File: config.mk
export PLATFORM = sky130hd
export DESIGN_NAME = adc_compute_ctrl
export DESIGN_NICKNAME = d
export VERILOG_FILES = /design/src/rtl/adc_compute_pkg.sv /design/src/rtl/adc_compute_ctrl.sv
export SDC_FILE = /design/constraint.sdc
export NUM_CORES = 1
export LEC_CHECK = 0
export BUFFER_PORTS_ARGS = -buffer_cell sky130_fd_sc_hd__buf_2
export CORE_ASPECT_RATIO = 0.8
export CORE_MARGIN = 8
export CORE_UTILIZATION = 30
export DETAILED_ROUTE_END_ITERATION = 10
export PLACE_DENSITY = 0.43
export SLEW_MARGIN = 30
export SYNTH_ARGS = -nofsm -noshare
export SYNTH_HDL_FRONTEND = slang
export SYNTH_SLANG_ARGS = --single-unit
export TNS_END_PERCENT = 20
File: constraint.sdc
create_clock -name clock -period 12.3 [get_ports clock]
set_clock_uncertainty 0.2 [all_clocks]
set_input_delay 2.46 -clock clock [delete_from_list [all_inputs] [get_ports clock]]
set_output_delay 2.46 -clock clock [all_outputs]
set_load 0.01 [all_outputs]
File: src/rtl/adc_compute_pkg.sv
// Functional notes
// - Mode field: 000 basic, 001 accumulate, 010 average, 011 burst, 100 filter.
// - Accumulator clear command self-clears once the clearing has finished.
// - Single-sample error formula chosen by the formula selector.
// - Double-sample codes 010/001 subtract filter/setpoint from result minus previous.
// - Double-sample with previous source zero computes error every second sample.
// - Continuous with stop-on-threshold clears start on hit, else retriggers.
// - Threshold interrupt raised per the 3-bit selector comparisons.
// - Overflow flag bit 7 set on accumulator, filter or error overflow.
// - Status bit 6 shows error above upper threshold.
// - Status bit 5 shows error below lower threshold.
// - Computation flag bit 4 set by hardware on updates, cleared by software.
// - Software clear of computation flag ignored while stage reads 100.
// - Stage field reports idle, first and second phases, and suspension.
// - Suspended code shown between triggers with double-sample, not continuous.
// - Converter clock is system clock divided by 2*(n+1).
// - Divider only used when system clock is the converter clock source.
// - Negative reference select bit 4: 1 external pin, 0 analog ground.
// - Clock source bit 1 picks dedicated oscillator, 0 divided system clock.
// - Double-sample pairs conversions, computing after every second one.
`default_nettype none
package adc_compute_pkg;
    localparam int ADDR_W = 18;
    // Printed offsets are register indices; byte address is four times them
    localparam logic [15:0] IDX_CTRL = 16'h1D28;
    localparam logic [15:0] IDX_ERR_CTRL = 16'h1D29;
    localparam logic [15:0] IDX_STATUS = 16'h1D2A;
    localparam logic [15:0] IDX_REF = 16'h1D2B;
    localparam logic [15:0] IDX_CLKDIV = 16'h1D2D;
    localparam logic [15:0] IDX_THRESH = 16'h1D2E;
    localparam logic [15:0] IDX_SETPT = 16'h1D2F;
    localparam logic [15:0] IDX_VALUES = 16'h1D30;
    localparam logic [7:0] ERR_CTRL_RST = 8'h00;
    localparam logic [7:0] REF_RST = 8'h00;
    localparam logic [5:0] CLKDIV_RST = 6'h00;
    localparam int ST_OVF = 7;
    localparam int ST_ABOVE = 6;
    localparam int ST_BELOW = 5;
    localparam int ST_COMPUTATION_DONE_FLAG = 4;
    localparam int REF_NEG = 4;
    localparam logic [2:0] STAGE_IDLE = 3'h0;
    localparam logic [2:0] STAGE_SUSP = 3'h4;
    localparam logic [1:0] RESP_OKAY = 2'h0;
    localparam logic [1:0] RESP_SLVERR = 2'h2;

    typedef enum logic [2:0] {
        MODE_BASIC = 3'h0, MODE_ACCUM = 3'h1, MODE_AVG = 3'h2,
        MODE_BURST = 3'h3, MODE_LPF = 3'h4
    } op_mode_t;

    typedef struct packed {
        logic [7:0] repeat_target;
        logic [3:0] spare;
        logic clk_source;
        logic conv_start;
        logic repeat_conversion;
        logic double_sample_en;
        logic prev_source_sel;
        logic [2:0] shift_select;
        logic accum_clear_cmd;
        logic [2:0] operating_mode;
    } ctrl_t;

    typedef struct packed {
        logic valid;
        logic [15:0] conv_result;
    } core_result_t;
endpackage : adc_compute_pkg
`default_nettype wire

File: src/rtl/adc_compute_ctrl.sv
`default_nettype none
module adc_compute_ctrl
    import adc_compute_pkg::*;
#(
    parameter int ACC_W = 24
) (
    input wire logic clock,
    input wire logic sys_rst,
    input wire logic [ADDR_W-1:0] awaddr,
    input wire logic awvalid,
    output logic awready,
    input wire logic [31:0] wdata,
    input wire logic [3:0] wstrb,
    input wire logic wvalid,
    output logic wready,
    output logic [1:0] bresp,
    output logic bvalid,
    input wire logic bready,
    input wire logic [ADDR_W-1:0] araddr,
    input wire logic arvalid,
    output logic arready,
    output logic [31:0] rdata,
    output logic [1:0] rresp,
    output logic rvalid,
    input wire logic rready,
    input wire core_result_t core_in,
    input wire logic [1:0] core_phase,
    input wire logic rc_osc,
    output logic start_conv,
    output logic threshold_event,
    output logic conv_clk,
    output logic neg_ref_ext
);
    localparam logic [ADDR_W-1:0] A_CTRL = {IDX_CTRL, 2'b00};
    localparam logic [ADDR_W-1:0] A_ERRC = {IDX_ERR_CTRL, 2'b00};
    localparam logic [ADDR_W-1:0] A_STAT = {IDX_STATUS, 2'b00};
    localparam logic [ADDR_W-1:0] A_REF = {IDX_REF, 2'b00};
    localparam logic [ADDR_W-1:0] A_CDIV = {IDX_CLKDIV, 2'b00};
    localparam logic [ADDR_W-1:0] A_THR = {IDX_THRESH, 2'b00};
    localparam logic [ADDR_W-1:0] A_SETP = {IDX_SETPT, 2'b00};
    localparam logic [ADDR_W-1:0] A_VAL = {IDX_VALUES, 2'b00};

    ctrl_t ctrl_ff;
    logic [7:0] errc_ff, ref_ff;
    logic [5:0] cdiv_ff;
    logic [15:0] upper_ff, lower_ff, setpoint_ff;
    logic aw_got_ff, w_got_ff;
    logic [ADDR_W-1:0] awaddr_ff;
    logic [31:0] wdata_ff;
    logic [3:0] wstrb_ff;
    logic wr_fire, wr_hit;
    logic [31:0] nxt_rdata;
    logic rd_hit;

    logic signed [ACC_W-1:0] acc_ff;
    logic [7:0] cnt_ff;
    logic signed [15:0] filter_ff, result_ff, prev_ff, error_ff;
    logic ovf_ff, above_ff, below_ff, computation_done_flag_ff;
    logic second_ff, pair_done_ff, error_formula_sel_ff, busy_ff;
    logic [2:0] stage;
    logic ovf_set, computation_done_flag_set, do_err, hit;

    function automatic logic [31:0] merge(input logic [31:0] old,
                                          input logic [31:0] nw,
                                          input logic [3:0] strb);
        logic [31:0] m;
        m = old;
        for (int i = 0; i < 4; i++) begin
            if (strb[i]) begin
                m[i*8 +: 8] = nw[i*8 +: 8];
            end
        end
        return m;
    endfunction : merge

    // Write address and data are taken in either order, then committed
    assign awready = !aw_got_ff && !bvalid;
    assign wready = !w_got_ff && !bvalid;
    assign wr_fire = aw_got_ff && w_got_ff && !bvalid;
    assign arready = !rvalid;

    always_ff @(posedge clock) begin
        if (sys_rst) begin
            aw_got_ff <= 1'b0;
            w_got_ff <= 1'b0;
            awaddr_ff <= '0;
            wdata_ff <= '0;
            wstrb_ff <= '0;
        end else begin
            if (awvalid && awready) begin
                aw_got_ff <= 1'b1;
                awaddr_ff <= awaddr;
            end else if (wr_fire) begin
                aw_got_ff <= 1'b0;
            end
            if (wvalid && wready) begin
                w_got_ff <= 1'b1;
                wdata_ff <= wdata;
                wstrb_ff <= wstrb;
            end else if (wr_fire) begin
                w_got_ff <= 1'b0;
            end
        end
    end

    always_comb begin
        unique case (awaddr_ff)
            A_CTRL, A_ERRC, A_STAT, A_REF, A_CDIV, A_THR, A_SETP, A_VAL:
                wr_hit = 1'b1;
            default: wr_hit = 1'b0;
        endcase
    end

    always_ff @(posedge clock) begin
        if (sys_rst) begin
            bvalid <= 1'b0;
            bresp <= RESP_OKAY;
        end else if (wr_fire) begin
            bvalid <= 1'b1;
            bresp <= wr_hit ? RESP_OKAY : RESP_SLVERR;
        end else if (bready) begin
            bvalid <= 1'b0;
        end
    end

    always_comb begin
        rd_hit = 1'b1;
        nxt_rdata = '0;
        unique case (araddr)
            A_CTRL: nxt_rdata = {8'h00, ctrl_ff};
            A_ERRC: nxt_rdata = {24'h0, errc_ff};
            A_STAT: nxt_rdata = {24'h0, ovf_ff, above_ff, below_ff,
                                 computation_done_flag_ff, 1'b0, stage};
            A_REF: nxt_rdata = {24'h0, ref_ff};
            A_CDIV: nxt_rdata = {26'h0, cdiv_ff};
            A_THR: nxt_rdata = {lower_ff, upper_ff};
            A_SETP: nxt_rdata = {16'h0, setpoint_ff};
            A_VAL: nxt_rdata = {filter_ff, error_ff};
            default: rd_hit = 1'b0;
        endcase
    end

    always_ff @(posedge clock) begin
        if (sys_rst) begin
            rvalid <= 1'b0;
            rdata <= '0;
            rresp <= RESP_OKAY;
        end else if (arvalid && arready) begin
            rvalid <= 1'b1;
            rdata <= nxt_rdata;
            rresp <= rd_hit ? RESP_OKAY : RESP_SLVERR;
        end else if (rready) begin
            rvalid <= 1'b0;
        end
    end

    // Plain software registers
    always_ff @(posedge clock) begin
        if (sys_rst) begin
            errc_ff <= ERR_CTRL_RST;
            ref_ff <= REF_RST;
            cdiv_ff <= CLKDIV_RST;
            upper_ff <= '0;
            lower_ff <= '0;
            setpoint_ff <= '0;
        end else if (wr_fire) begin
            if (awaddr_ff == A_ERRC && wstrb_ff[0]) begin
                errc_ff <= {1'b0, wdata_ff[6:0]};
            end
            if (awaddr_ff == A_REF && wstrb_ff[0]) begin
                ref_ff <= {3'h0, wdata_ff[4], 2'h0, wdata_ff[1:0]};
            end
            if (awaddr_ff == A_CDIV && wstrb_ff[0]) begin
                cdiv_ff <= wdata_ff[5:0];
            end
            if (awaddr_ff == A_THR) begin
                {lower_ff, upper_ff} <= merge({lower_ff, upper_ff},
                                              wdata_ff, wstrb_ff);
            end
            if (awaddr_ff == A_SETP) begin
                setpoint_ff <= 16'(merge({16'h0, setpoint_ff}, wdata_ff,
                                         wstrb_ff));
            end
        end
    end
    assign neg_ref_ext = ref_ff[REF_NEG];

    // Control: software write wins over the hardware clears of the same cycle
    always_ff @(posedge clock) begin
        if (sys_rst) begin
            ctrl_ff <= '0;
        end else if (wr_fire && awaddr_ff == A_CTRL) begin
            ctrl_ff <= ctrl_t'(24'(merge({8'h00, ctrl_ff}, wdata_ff,
                                         wstrb_ff)));
        end else begin
            if (ctrl_ff.accum_clear_cmd) begin
                ctrl_ff.accum_clear_cmd <= 1'b0;
            end
            if (error_formula_sel_ff && (!ctrl_ff.repeat_conversion ||
                            (errc_ff[3] && hit))) begin
                ctrl_ff.conv_start <= 1'b0;
            end
        end
    end

    // Conversion sequencing toward the analog core
    always_ff @(posedge clock) begin
        if (sys_rst) begin
            start_conv <= 1'b0;
            busy_ff <= 1'b0;
        end else begin
            start_conv <= ctrl_ff.conv_start && !busy_ff && !start_conv &&
                          !error_formula_sel_ff && core_phase == 2'b00;
            if (start_conv) begin
                busy_ff <= 1'b1;
            end else if (error_formula_sel_ff) begin
                busy_ff <= 1'b0;
            end
        end
    end

    always_ff @(posedge clock) begin
        if (sys_rst) begin
            second_ff <= 1'b0;
            pair_done_ff <= 1'b0;
            error_formula_sel_ff <= 1'b0;
            result_ff <= '0;
            prev_ff <= '0;
        end else begin
            error_formula_sel_ff <= core_in.valid;
            if (start_conv) begin
                prev_ff <= ctrl_ff.prev_source_sel ? filter_ff : result_ff;
            end
            if (core_in.valid) begin
                result_ff <= core_in.conv_result;
                pair_done_ff <= !ctrl_ff.double_sample_en || second_ff;
                second_ff <= ctrl_ff.double_sample_en && !second_ff;
            end
        end
    end

    always_comb begin
        if (core_phase == 2'b00) begin
            stage = (ctrl_ff.double_sample_en && second_ff &&
                     !ctrl_ff.repeat_conversion) ? STAGE_SUSP : STAGE_IDLE;
        end else begin
            stage = {second_ff, core_phase};
        end
    end

    // Accumulator and filter; the filter always reads acc shifted right
    logic signed [ACC_W:0] acc_sum, lpf_sum;
    logic signed [ACC_W-1:0] acc_shr;
    logic at_target, acc_ovf, flt_ovf;
    always_comb begin
        acc_sum = (ACC_W+1)'(acc_ff) + (ACC_W+1)'(signed'(core_in.conv_result));
        lpf_sum = acc_sum - (ACC_W+1)'(acc_ff >>> ctrl_ff.shift_select);
        acc_shr = ACC_W'((ctrl_ff.operating_mode == MODE_LPF ? lpf_sum
                          : acc_sum) >>> ctrl_ff.shift_select);
        at_target = (cnt_ff + 8'h01) >= ctrl_ff.repeat_target;
        acc_ovf = (acc_sum[ACC_W] != acc_sum[ACC_W-1]) ||
                  (lpf_sum[ACC_W] != lpf_sum[ACC_W-1]);
        flt_ovf = acc_shr != ACC_W'(signed'(acc_shr[15:0]));
    end

    always_ff @(posedge clock) begin
        if (sys_rst) begin
            acc_ff <= '0;
            cnt_ff <= '0;
            filter_ff <= '0;
        end else if (ctrl_ff.accum_clear_cmd) begin
            acc_ff <= '0;
            cnt_ff <= '0;
        end else if (core_in.valid) begin
            unique case (ctrl_ff.operating_mode)
                MODE_ACCUM: begin
                    acc_ff <= acc_sum[ACC_W-1:0];
                    cnt_ff <= (cnt_ff == 8'hFF) ? cnt_ff : cnt_ff + 8'h01;
                    filter_ff <= acc_shr[15:0];
                end
                MODE_AVG, MODE_BURST: begin
                    acc_ff <= at_target ? '0 : acc_sum[ACC_W-1:0];
                    cnt_ff <= at_target ? 8'h00 : cnt_ff + 8'h01;
                    if (at_target) begin
                        filter_ff <= acc_shr[15:0];
                    end
                end
                MODE_LPF: begin
                    acc_ff <= lpf_sum[ACC_W-1:0];
                    filter_ff <= acc_shr[15:0];
                end
                default: ;
            endcase
        end
    end

    // Error value and threshold tests
    logic signed [17:0] e_error_formula_sel;
    logic e_ovf, e_above, e_below;
    always_comb begin
        e_error_formula_sel = '0;
        unique case (errc_ff[6:4])
            3'h5: e_error_formula_sel = 18'(filter_ff) - 18'(setpoint_ff);
            3'h4: e_error_formula_sel = 18'(prev_ff) - 18'(filter_ff);
            3'h2: e_error_formula_sel = ctrl_ff.double_sample_en
                  ? 18'(result_ff) - 18'(prev_ff) - 18'(filter_ff)
                  : 18'(result_ff) - 18'(filter_ff);
            3'h1: e_error_formula_sel = ctrl_ff.double_sample_en
                  ? 18'(result_ff) - 18'(prev_ff) - 18'(setpoint_ff)
                  : 18'(result_ff) - 18'(setpoint_ff);
            3'h0: e_error_formula_sel = 18'(result_ff) - 18'(prev_ff);
            default: e_error_formula_sel = '0;
        endcase
        e_ovf = e_error_formula_sel != 18'(signed'(e_error_formula_sel[15:0]));
        e_above = signed'(e_error_formula_sel[15:0]) > signed'(upper_ff);
        e_below = signed'(e_error_formula_sel[15:0]) < signed'(lower_ff);
        unique case (errc_ff[2:0])
            3'h7: hit = 1'b1;
            3'h6: hit = e_above;
            3'h5: hit = !e_above;
            3'h4: hit = e_above || e_below;
            3'h3: hit = signed'(e_error_formula_sel[15:0]) > signed'(lower_ff) &&
                        signed'(e_error_formula_sel[15:0]) < signed'(upper_ff);
            3'h2: hit = !e_below;
            3'h1: hit = e_below;
            default: hit = 1'b0;
        endcase
    end

    assign do_err = error_formula_sel_ff && pair_done_ff;

    always_ff @(posedge clock) begin
        if (sys_rst) begin
            error_ff <= '0;
            above_ff <= 1'b0;
            below_ff <= 1'b0;
            threshold_event <= 1'b0;
        end else begin
            threshold_event <= do_err && hit;
            if (do_err) begin
                error_ff <= e_error_formula_sel[15:0];
                above_ff <= e_above;
                below_ff <= e_below;
            end
        end
    end

    // Sticky flags: a hardware set wins over a software clear
    assign ovf_set = (core_in.valid && !ctrl_ff.accum_clear_cmd &&
                      ctrl_ff.operating_mode != MODE_BASIC &&
                      (acc_ovf || flt_ovf)) || (do_err && e_ovf);
    assign computation_done_flag_set = do_err || ovf_set || (core_in.valid &&
                      ctrl_ff.operating_mode != MODE_BASIC);
    always_ff @(posedge clock) begin
        if (sys_rst) begin
            ovf_ff <= 1'b0;
            computation_done_flag_ff <= 1'b0;
        end else begin
            if (ovf_set) begin
                ovf_ff <= 1'b1;
            end else if (ctrl_ff.accum_clear_cmd || (wr_fire &&
                         awaddr_ff == A_STAT && wstrb_ff[0] &&
                         !wdata_ff[ST_OVF])) begin
                ovf_ff <= 1'b0;
            end
            if (computation_done_flag_set) begin
                computation_done_flag_ff <= 1'b1;
            end else if (wr_fire && awaddr_ff == A_STAT && wstrb_ff[0] &&
                         !wdata_ff[ST_COMPUTATION_DONE_FLAG] && stage != STAGE_SUSP) begin
                computation_done_flag_ff <= 1'b0;
            end
        end
    end

    // Converter clock: divided system clock or resynchronised oscillator
    logic rc_s1_ff, rc_s2_ff, div_clk_ff;
    logic [5:0] div_cnt_ff;
    always_ff @(posedge clock) begin
        if (sys_rst) begin
            rc_s1_ff <= 1'b0;
            rc_s2_ff <= 1'b0;
            div_cnt_ff <= '0;
            div_clk_ff <= 1'b0;
            conv_clk <= 1'b0;
        end else begin
            rc_s1_ff <= rc_osc;
            rc_s2_ff <= rc_s1_ff;
            if (div_cnt_ff >= cdiv_ff) begin
                div_cnt_ff <= '0;
                div_clk_ff <= !div_clk_ff;
            end else begin
                div_cnt_ff <= div_cnt_ff + 6'h01;
            end
            conv_clk <= ctrl_ff.clk_source ? rc_s2_ff : div_clk_ff;
        end
    end
endmodule : adc_compute_ctrl
`default_nettype wire

==> results.txt, run 1 <==
Die footprint - 0.0901 sq mm
Worst hold path type - flop to flop
#FFs+latches synth - 296
CTS buffer count - 37
Hold Path Stages - 1
Routed length per instance - 23.1 microns
FFs w/ async S/R, synth - 0%
Tot Pwr - 2.83 mW
Clk root buf - clkbuf_16
Slew @ Worst Pin - 1030 ps
Initial antenna violation count - 0
Library cells used by synthesis - 102
Die Ht - 270 microns
Io pins - 144
Reg2Reg Capture Point - threshold_event
# setup viols final - 0
Maxcap violations - 0
Vias in the first global route - 23000
DIE WIDTH - 334 microns
Gr usage total - 20.9%
Core Footprint - 0.0802 sq mm
TritonCTS clock tree - yes
Most used cell, CP - o21ai_0
Crit. End Element - flop
Post-route ant nets - 0
Synth top area share - 24.5%
Layout cells sized above 1 - 10.4%
Grt ovf - 0
Slowest stage cell, crit path - a2111oi_0
Final nets - 3504
Clock Path Buffers - 3
Top cells by area, synth - dfxtp_1, ha_1, a21oi_1
First-pass GRT wire length - 147000 microns
Leak - 10.6 nW
Hold Path Sink - rc_s2_ff
Synth warn - 0
Clk sinks - 296
WP data required - 12540 ps
CTS H-Tree Depth - 2
CTS hold repair buffers - 0
Period utilization - 70.1%
Number of synthesized flops with an enable pin - 0
Avg Cell Area, Syn - 7.81 sq um
Crit path max fanout - 7
Post-cts sizing count - 0
R2R Path Start - result_ff[0]
Router iterations before antenna repair - 7
# port buffers - 141
Post-synthesis instance total - 3100
Fmax - 116 MHz
Cell taking the most area after synthesis - dfxtp_1
Status - completed
Starting Density - 30.2%
Setup CP Type - input port to flop
Pin count of the biggest net entering global routing - 91
Hold Path Origin - rc_s1_ff
Placed inst area - 0.0260 sq mm
Count of final hold-check violations - 0
Hold WS - 248 ps
Largest stage delay on the critical path - 630 ps
Synth Cell Area - 0.0242 sq mm
Routability cong. - 0.921
Wirelength, routed - 98100 microns
Vias after detailed routing - 23900
Slew HR - 31.5%
HPWL after DPL - 77000 microns
Remaining DRCs - 0
Area Overhead vs Synth - 12.9%
WP data arrival - 8860 ps
Min Tclk post-route - 8620 ps
Slew Limit Fails - 0
Startpoint types - input port
ANT cells - 0
Setup TNS - 0 ps
Clock Pin Slew Worst Setup and Hold Paths - 60 ps
R2R setup slack - 4800 ps
Initial DRC count - 2185
Vias per cell - 5.65
Post-CTS setup buffers - 0
Critical path, cell by cell - buf_2, ha_1, fa_1, a211oi_1, o21ai_1, o211ai_1, a21oi_2, a211o_1, xor2_1, ha_1, a21oi_1, o21ai_0, a32o_1, a311o_1, o21ai_0, nor3b_1, or2_2, o21ai_0, a2111oi_0, a22oi_1, o211ai_2, o211ai_2
Power per cell area - 104 mW/mm^2
Core Rows - 93
Most used DFF post-synth - dfxtp_1
RSZ-0062 raised after global routing - false
Clk_lat worst skew - 580 ps
Seq/Total Area, Yosys - 24.5%
Worst r2r path cells - 27
Fill count - 8457
Post-route cell area - 0.0273 sq mm
VDD IR max - 0.0000834 V
==> placed cells by master, fill, tap and decap left out, types with 94 or more instances in the layout <==
master	instances
a21oi_1	305
buf_2	140
dfxtp_1	292
ha_1	214
inv_1	154
mux2i_1	142
nand2_1	304
nand3_1	94
nor2_1	339
o21ai_0	141
==> worst max-delay path: cells and delay by family <==
family                   cells  cell delay, ps
AND/OR/NAND/NOR              2             690
AO/OA/AOI/OAI               15            3980
adder cells (fa/ha/maj)      3            1110
buffers and inverters        1             130
XOR/XNOR                     1             460
==> metrics by stage <==
| step | utilization (%) | std cells | setup slack, ps |
|---|---|---|---|
| after floorplan | - | 3101 | 4600 |
| after global routing | 34.1 | 4240 | 3350 |
| after CTS | 34.0 | 4239 | 3880 |
| final | 34.1 | 4240 | 3680 |
| after detailed placement | 32.4 | 4171 | 3310 |
| after global placement | 32.4 | 4170 | 3360 |
==> kinds of logic (layout without fill, tap and decap cells) <==
family                   Yosys count  count (layout)  synth area share, %
adder cells (fa/ha/maj)          239             239                 13.1
AO/OA/AOI/OAI                    900             900                 24.5
other                              1               2               0.0155
multiplexers                     176             176                 8.54
XOR/XNOR                         132             132                 4.81
buffers and inverters            316             410                 5.01
AND/OR/NAND/NOR                 1040            1040                 19.6
flip-flops                       296             296                 24.5
==> state kept, by name (all words and copies together), names as in the netlist, 3 cells and up <==
name         count
awaddr_ff       18
setpoint_ff     16
lower_ff        16
wstrb_ff         4
result_ff       16
ctrl_ff         24
errc_ff          7
wdata_ff        32
div_cnt_ff       6
upper_ff        16
rdata           32
filter_ff       16
cdiv_ff          6
acc_ff          24
prev_ff         16
cnt_ff           8
error_ff        16
ref_ff           3
==> power breakdown <==
group,switching [mW],internal (mW),total (mW)
clock network,0.493,0.667,1.16
logic,0.395,0.254,0.649
registers,0.0365,0.987,1.02
==> synthesized netlist by cell type (23+ instances only) <==
cell type	count
o21a_1	47
mux4_2	23
inv_1	154
fa_1	25
dfxtp_1	296
nor2_1	343
o211ai_1	31
o21ai_0	142
nor3_1	89
xor2_1	46
nand3_1	94
a211oi_1	75
and3_1	26
a21oi_1	305
a221oi_1	26
ha_1	214
a21o_1	42
mux2i_1	142
xnor2_1	85
nand2_1	304
nand2b_1	29
clkbuf_1	126
nor2b_1	36
==> layout make-up <==
type | instances | area (sq um) | area share [%]
clock inverters | 19 | 249 | 0.911
repair buffers | 184 | 1070 | 3.92
flip-flops and latches | 296 | 5930 | 21.7
well taps | 1045 | 1310 | 4.79
inverters | 158 | 593 | 2.17
multi-input cells | 2489 | 17100 | 62.7
clock buffers | 49 | 1030 | 3.77
==> layer usage <==
| layer | part of all wire (%) | GRT usage [%] | routed length, microns |
|---|---|---|---|
| met4 | 2.1 | 4.47 | 2030 |
| met1 | 50 | 31.8 | 48900 |
| met5 | 0 | 0 | 0 |
| met3 | 7.9 | 3.78 | 7740 |
| met2 | 40 | 30.2 | 39400 |
==> worst max-delay path by stage <==
stage	start	to	slack (ps)
3_5_place_dp	core_in[0]	ovf_ff	3310
5_1_grt	core_in[0]	ovf_ff	3350
6_report	core_in[0]	ovf_ff	3680
4_1_cts	core_in[0]	ovf_ff	3880
3_3_place_gp	core_in[0]	ovf_ff	3360
2_1_floorplan	core_in[0]	ovf_ff	4600
Note: power is estimated with default switching activity, not from simulation.
==> run 2, diff against run 1 <==
--- a/config.mk
+++ b/config.mk
@@ -10,7 +10,7 @@
 export CORE_MARGIN = 8
 export CORE_UTILIZATION = 30
 export DETAILED_ROUTE_END_ITERATION = 10
-export PLACE_DENSITY = 0.43
+export PLACE_DENSITY = 0.45
 export SLEW_MARGIN = 30
 export SYNTH_ARGS = -nofsm -noshare
 export SYNTH_HDL_FRONTEND = slang
==> constraint.sdc (replaced) <==
create_clock -name clock -period 7.65 [get_ports clock]
set_clock_uncertainty 0.2 [all_clocks]
set_input_delay 1.53 -clock clock [delete_from_list [all_inputs] [get_ports clock]]
set_output_delay 1.53 -clock clock [all_outputs]
set_load 0.01 [all_outputs]
==> run 2 against run 1 <==
  * Die area is the same
  * Wire length shrank 2.6%
  * Combinational power grew 62%
  * Critical path depth grew 1
  * Clock power grew 65%
==> results.txt, run 2 (synthesized netlist as in run 1, its figures left out) <==
Slew HR - 34.2%
Die footprint - 0.0901 sq mm
Final nets - 3539
Period utilization - 92.4%
Vias per cell - 5.51
VDD IR max - 0.000131 V
Utilization after layout - 34.4%
Routability cong. - 0.906
Placed inst area - 0.0263 sq mm
Hold WS - 238 ps
Die Ht - 270 microns
Setup CP Type - input port to flop
Largest stage delay on the critical path - 460 ps
Post-CTS setup buffers - 0
Pin count of the biggest net entering global routing - 98
Placed cells - 4207
Commonest cells after routing, fill and taps aside - nor2_1, a21oi_1, nand2_1
Gr usage total - 20.3%
TritonCTS clock tree - yes
Remaining DRCs - 0
Clk_lat worst skew - 580 ps
Comb power frac - 22.9%
Core Footprint - 0.0802 sq mm
Power per cell area - 167 mW/mm^2
Tot Pwr - 4.60 mW
Core Rows - 93
Worst hold path type - flop to flop
NetSw - 1.46 mW
Layout cells sized above 1 - 11.2%
Setup TNS - 0 ps
RSZ-0062 raised after global routing - false
Maxcap violations - 0
Area Overhead vs Synth - 14.0%
Initial antenna violation count - 2
First-pass GRT wire length - 143000 microns
Count of final hold-check violations - 0
Leak - 10.8 nW
CTS hold repair buffers - 0
Crit. End Element - flop
Register Area - 0.00593 sq mm
Post-cts sizing count - 0
Routed length per instance - 22.4 microns
Seq pwr share - 35.6%
Clk pwr share - 41.5%
# port buffers - 141
Starting Density - 30.2%
HPWL after DPL - 75000 microns
Slowest stage cell, crit path - nor3b_1
Initial DRC count - 2200
ANT cells - 0
Startpoint types - input port
Slew Limit Fails - 0
Biggest regs - rdata: 32 flops, wdata_ff: 32 flops
Status - completed
Post-route ant nets - 0
Fmax - 141 MHz
Post-route cell area - 0.0276 sq mm
Router iterations before antenna repair - 9
Vias in the first global route - 21800
Io pins - 144
Clk sinks - 296
Slew @ Worst Pin - 983 ps
Clock Pin Slew Worst Setup and Hold Paths - 60 ps
Critical path, cell by cell - buf_2, ha_1, fa_1, a211oi_1, o21ai_1, o21ai_0, a21boi_0, o21a_1, or3_1, and2_1, ha_1, nand2_1, a2111oi_0, o21ai_1, a211oi_1, nor3_1, nor3b_1, or2_2, o21ai_0, a2111oi_0, a22oi_1, o211ai_2, o211ai_2
Cell-internal power - 3.14 mW
Worst slack at placement - 149 ps
CTS H-Tree Depth - 2
Multi-input gate area - 0.0171 sq mm
Most common cell after layout, fill and taps aside - nor2_1
Vias after detailed routing - 23500
DIE WIDTH - 334 microns
Clock Path Buffers - 3
Crit path max fanout - 6
Final Non-Filler Cells - 4274
Switching share of power - 31.7%
# setup viols final - 0
Wirelength, routed - 95600 microns
CTS buffer count - 37
WP data arrival - 7290 ps
Grt ovf - 0
Fill count - 8507
Clk root buf - clkbuf_16
Min Tclk post-route - 7070 ps
Setup WS post-layout - 581 ps
WP data required - 7870 ps
## run 2: cell types whose count changed in the layout (fill, tap and decap cells not counted), moves of 2 or more
cell / change
a211oi_1: +2
a211oi_2: -2
and2_1: +2
and2_2: -2
buf_4: +36
bufinv_16: +2
clkinv_16: +2
clkinv_2: +3
clkinv_4: -4
## run 2: routing by layer
metal | up-vias | global-route usage [%] | share of wire [%] | routed length (microns)
met5 | - | 0 | 0.021 | 20
met4 | 2 | 3.31 | 1.6 | 1500
met3 | 86 | 3.33 | 7.2 | 6860
met2 | 791 | 28.6 | 39 | 37500
met1 | 11200 | 32.0 | 52 | 49700
li1 | 11500 | - | - | -
## run 2: worst max-delay path: cells and delay by family
kind	cells	cell delay, ps
compound gates	13	3120
buf+inv	1	110
simple gates	6	1470
fa+ha+maj	3	1070
## run 2: path summary, 6_finish.rpt
check	slack [ps]	endpoint	from	depth (start not counted)
worst max-delay path	580	ovf_ff	core_in[0]	23
worst min-delay path	240	rc_s2_ff	rc_s1_ff	1
worst max register to register	680	ctrl_ff[10]	result_ff[0]	27
worst min register to register	240	rc_s2_ff	rc_s1_ff	1
## run 2: area by class of cell
| class | instances | share of cell area (%) |
|---|---|---|
| clock buffers | 49 | 3.74 |
| clock inverters | 18 | 1.07 |
| inverters | 158 | 2.15 |
| multi-input cells | 2489 | 62.1 |
| flip-flops and latches | 296 | 21.5 |
| well taps | 1045 | 4.74 |
| repair buffers | 219 | 4.73 |
## run 2: power groups by stage
stage | clock [mW] | sequential (mW) | combinational, mW
2_1_floorplan | 0 | 1.66 | 0.714
3_3_place_gp | 0 | 1.67 | 1.04
3_5_place_dp | 0 | 1.67 | 1.03
4_1_cts | 1.95 | 1.64 | 1.04
5_1_grt | 2.02 | 1.64 | 1.16
6_report | 1.91 | 1.64 | 1.05
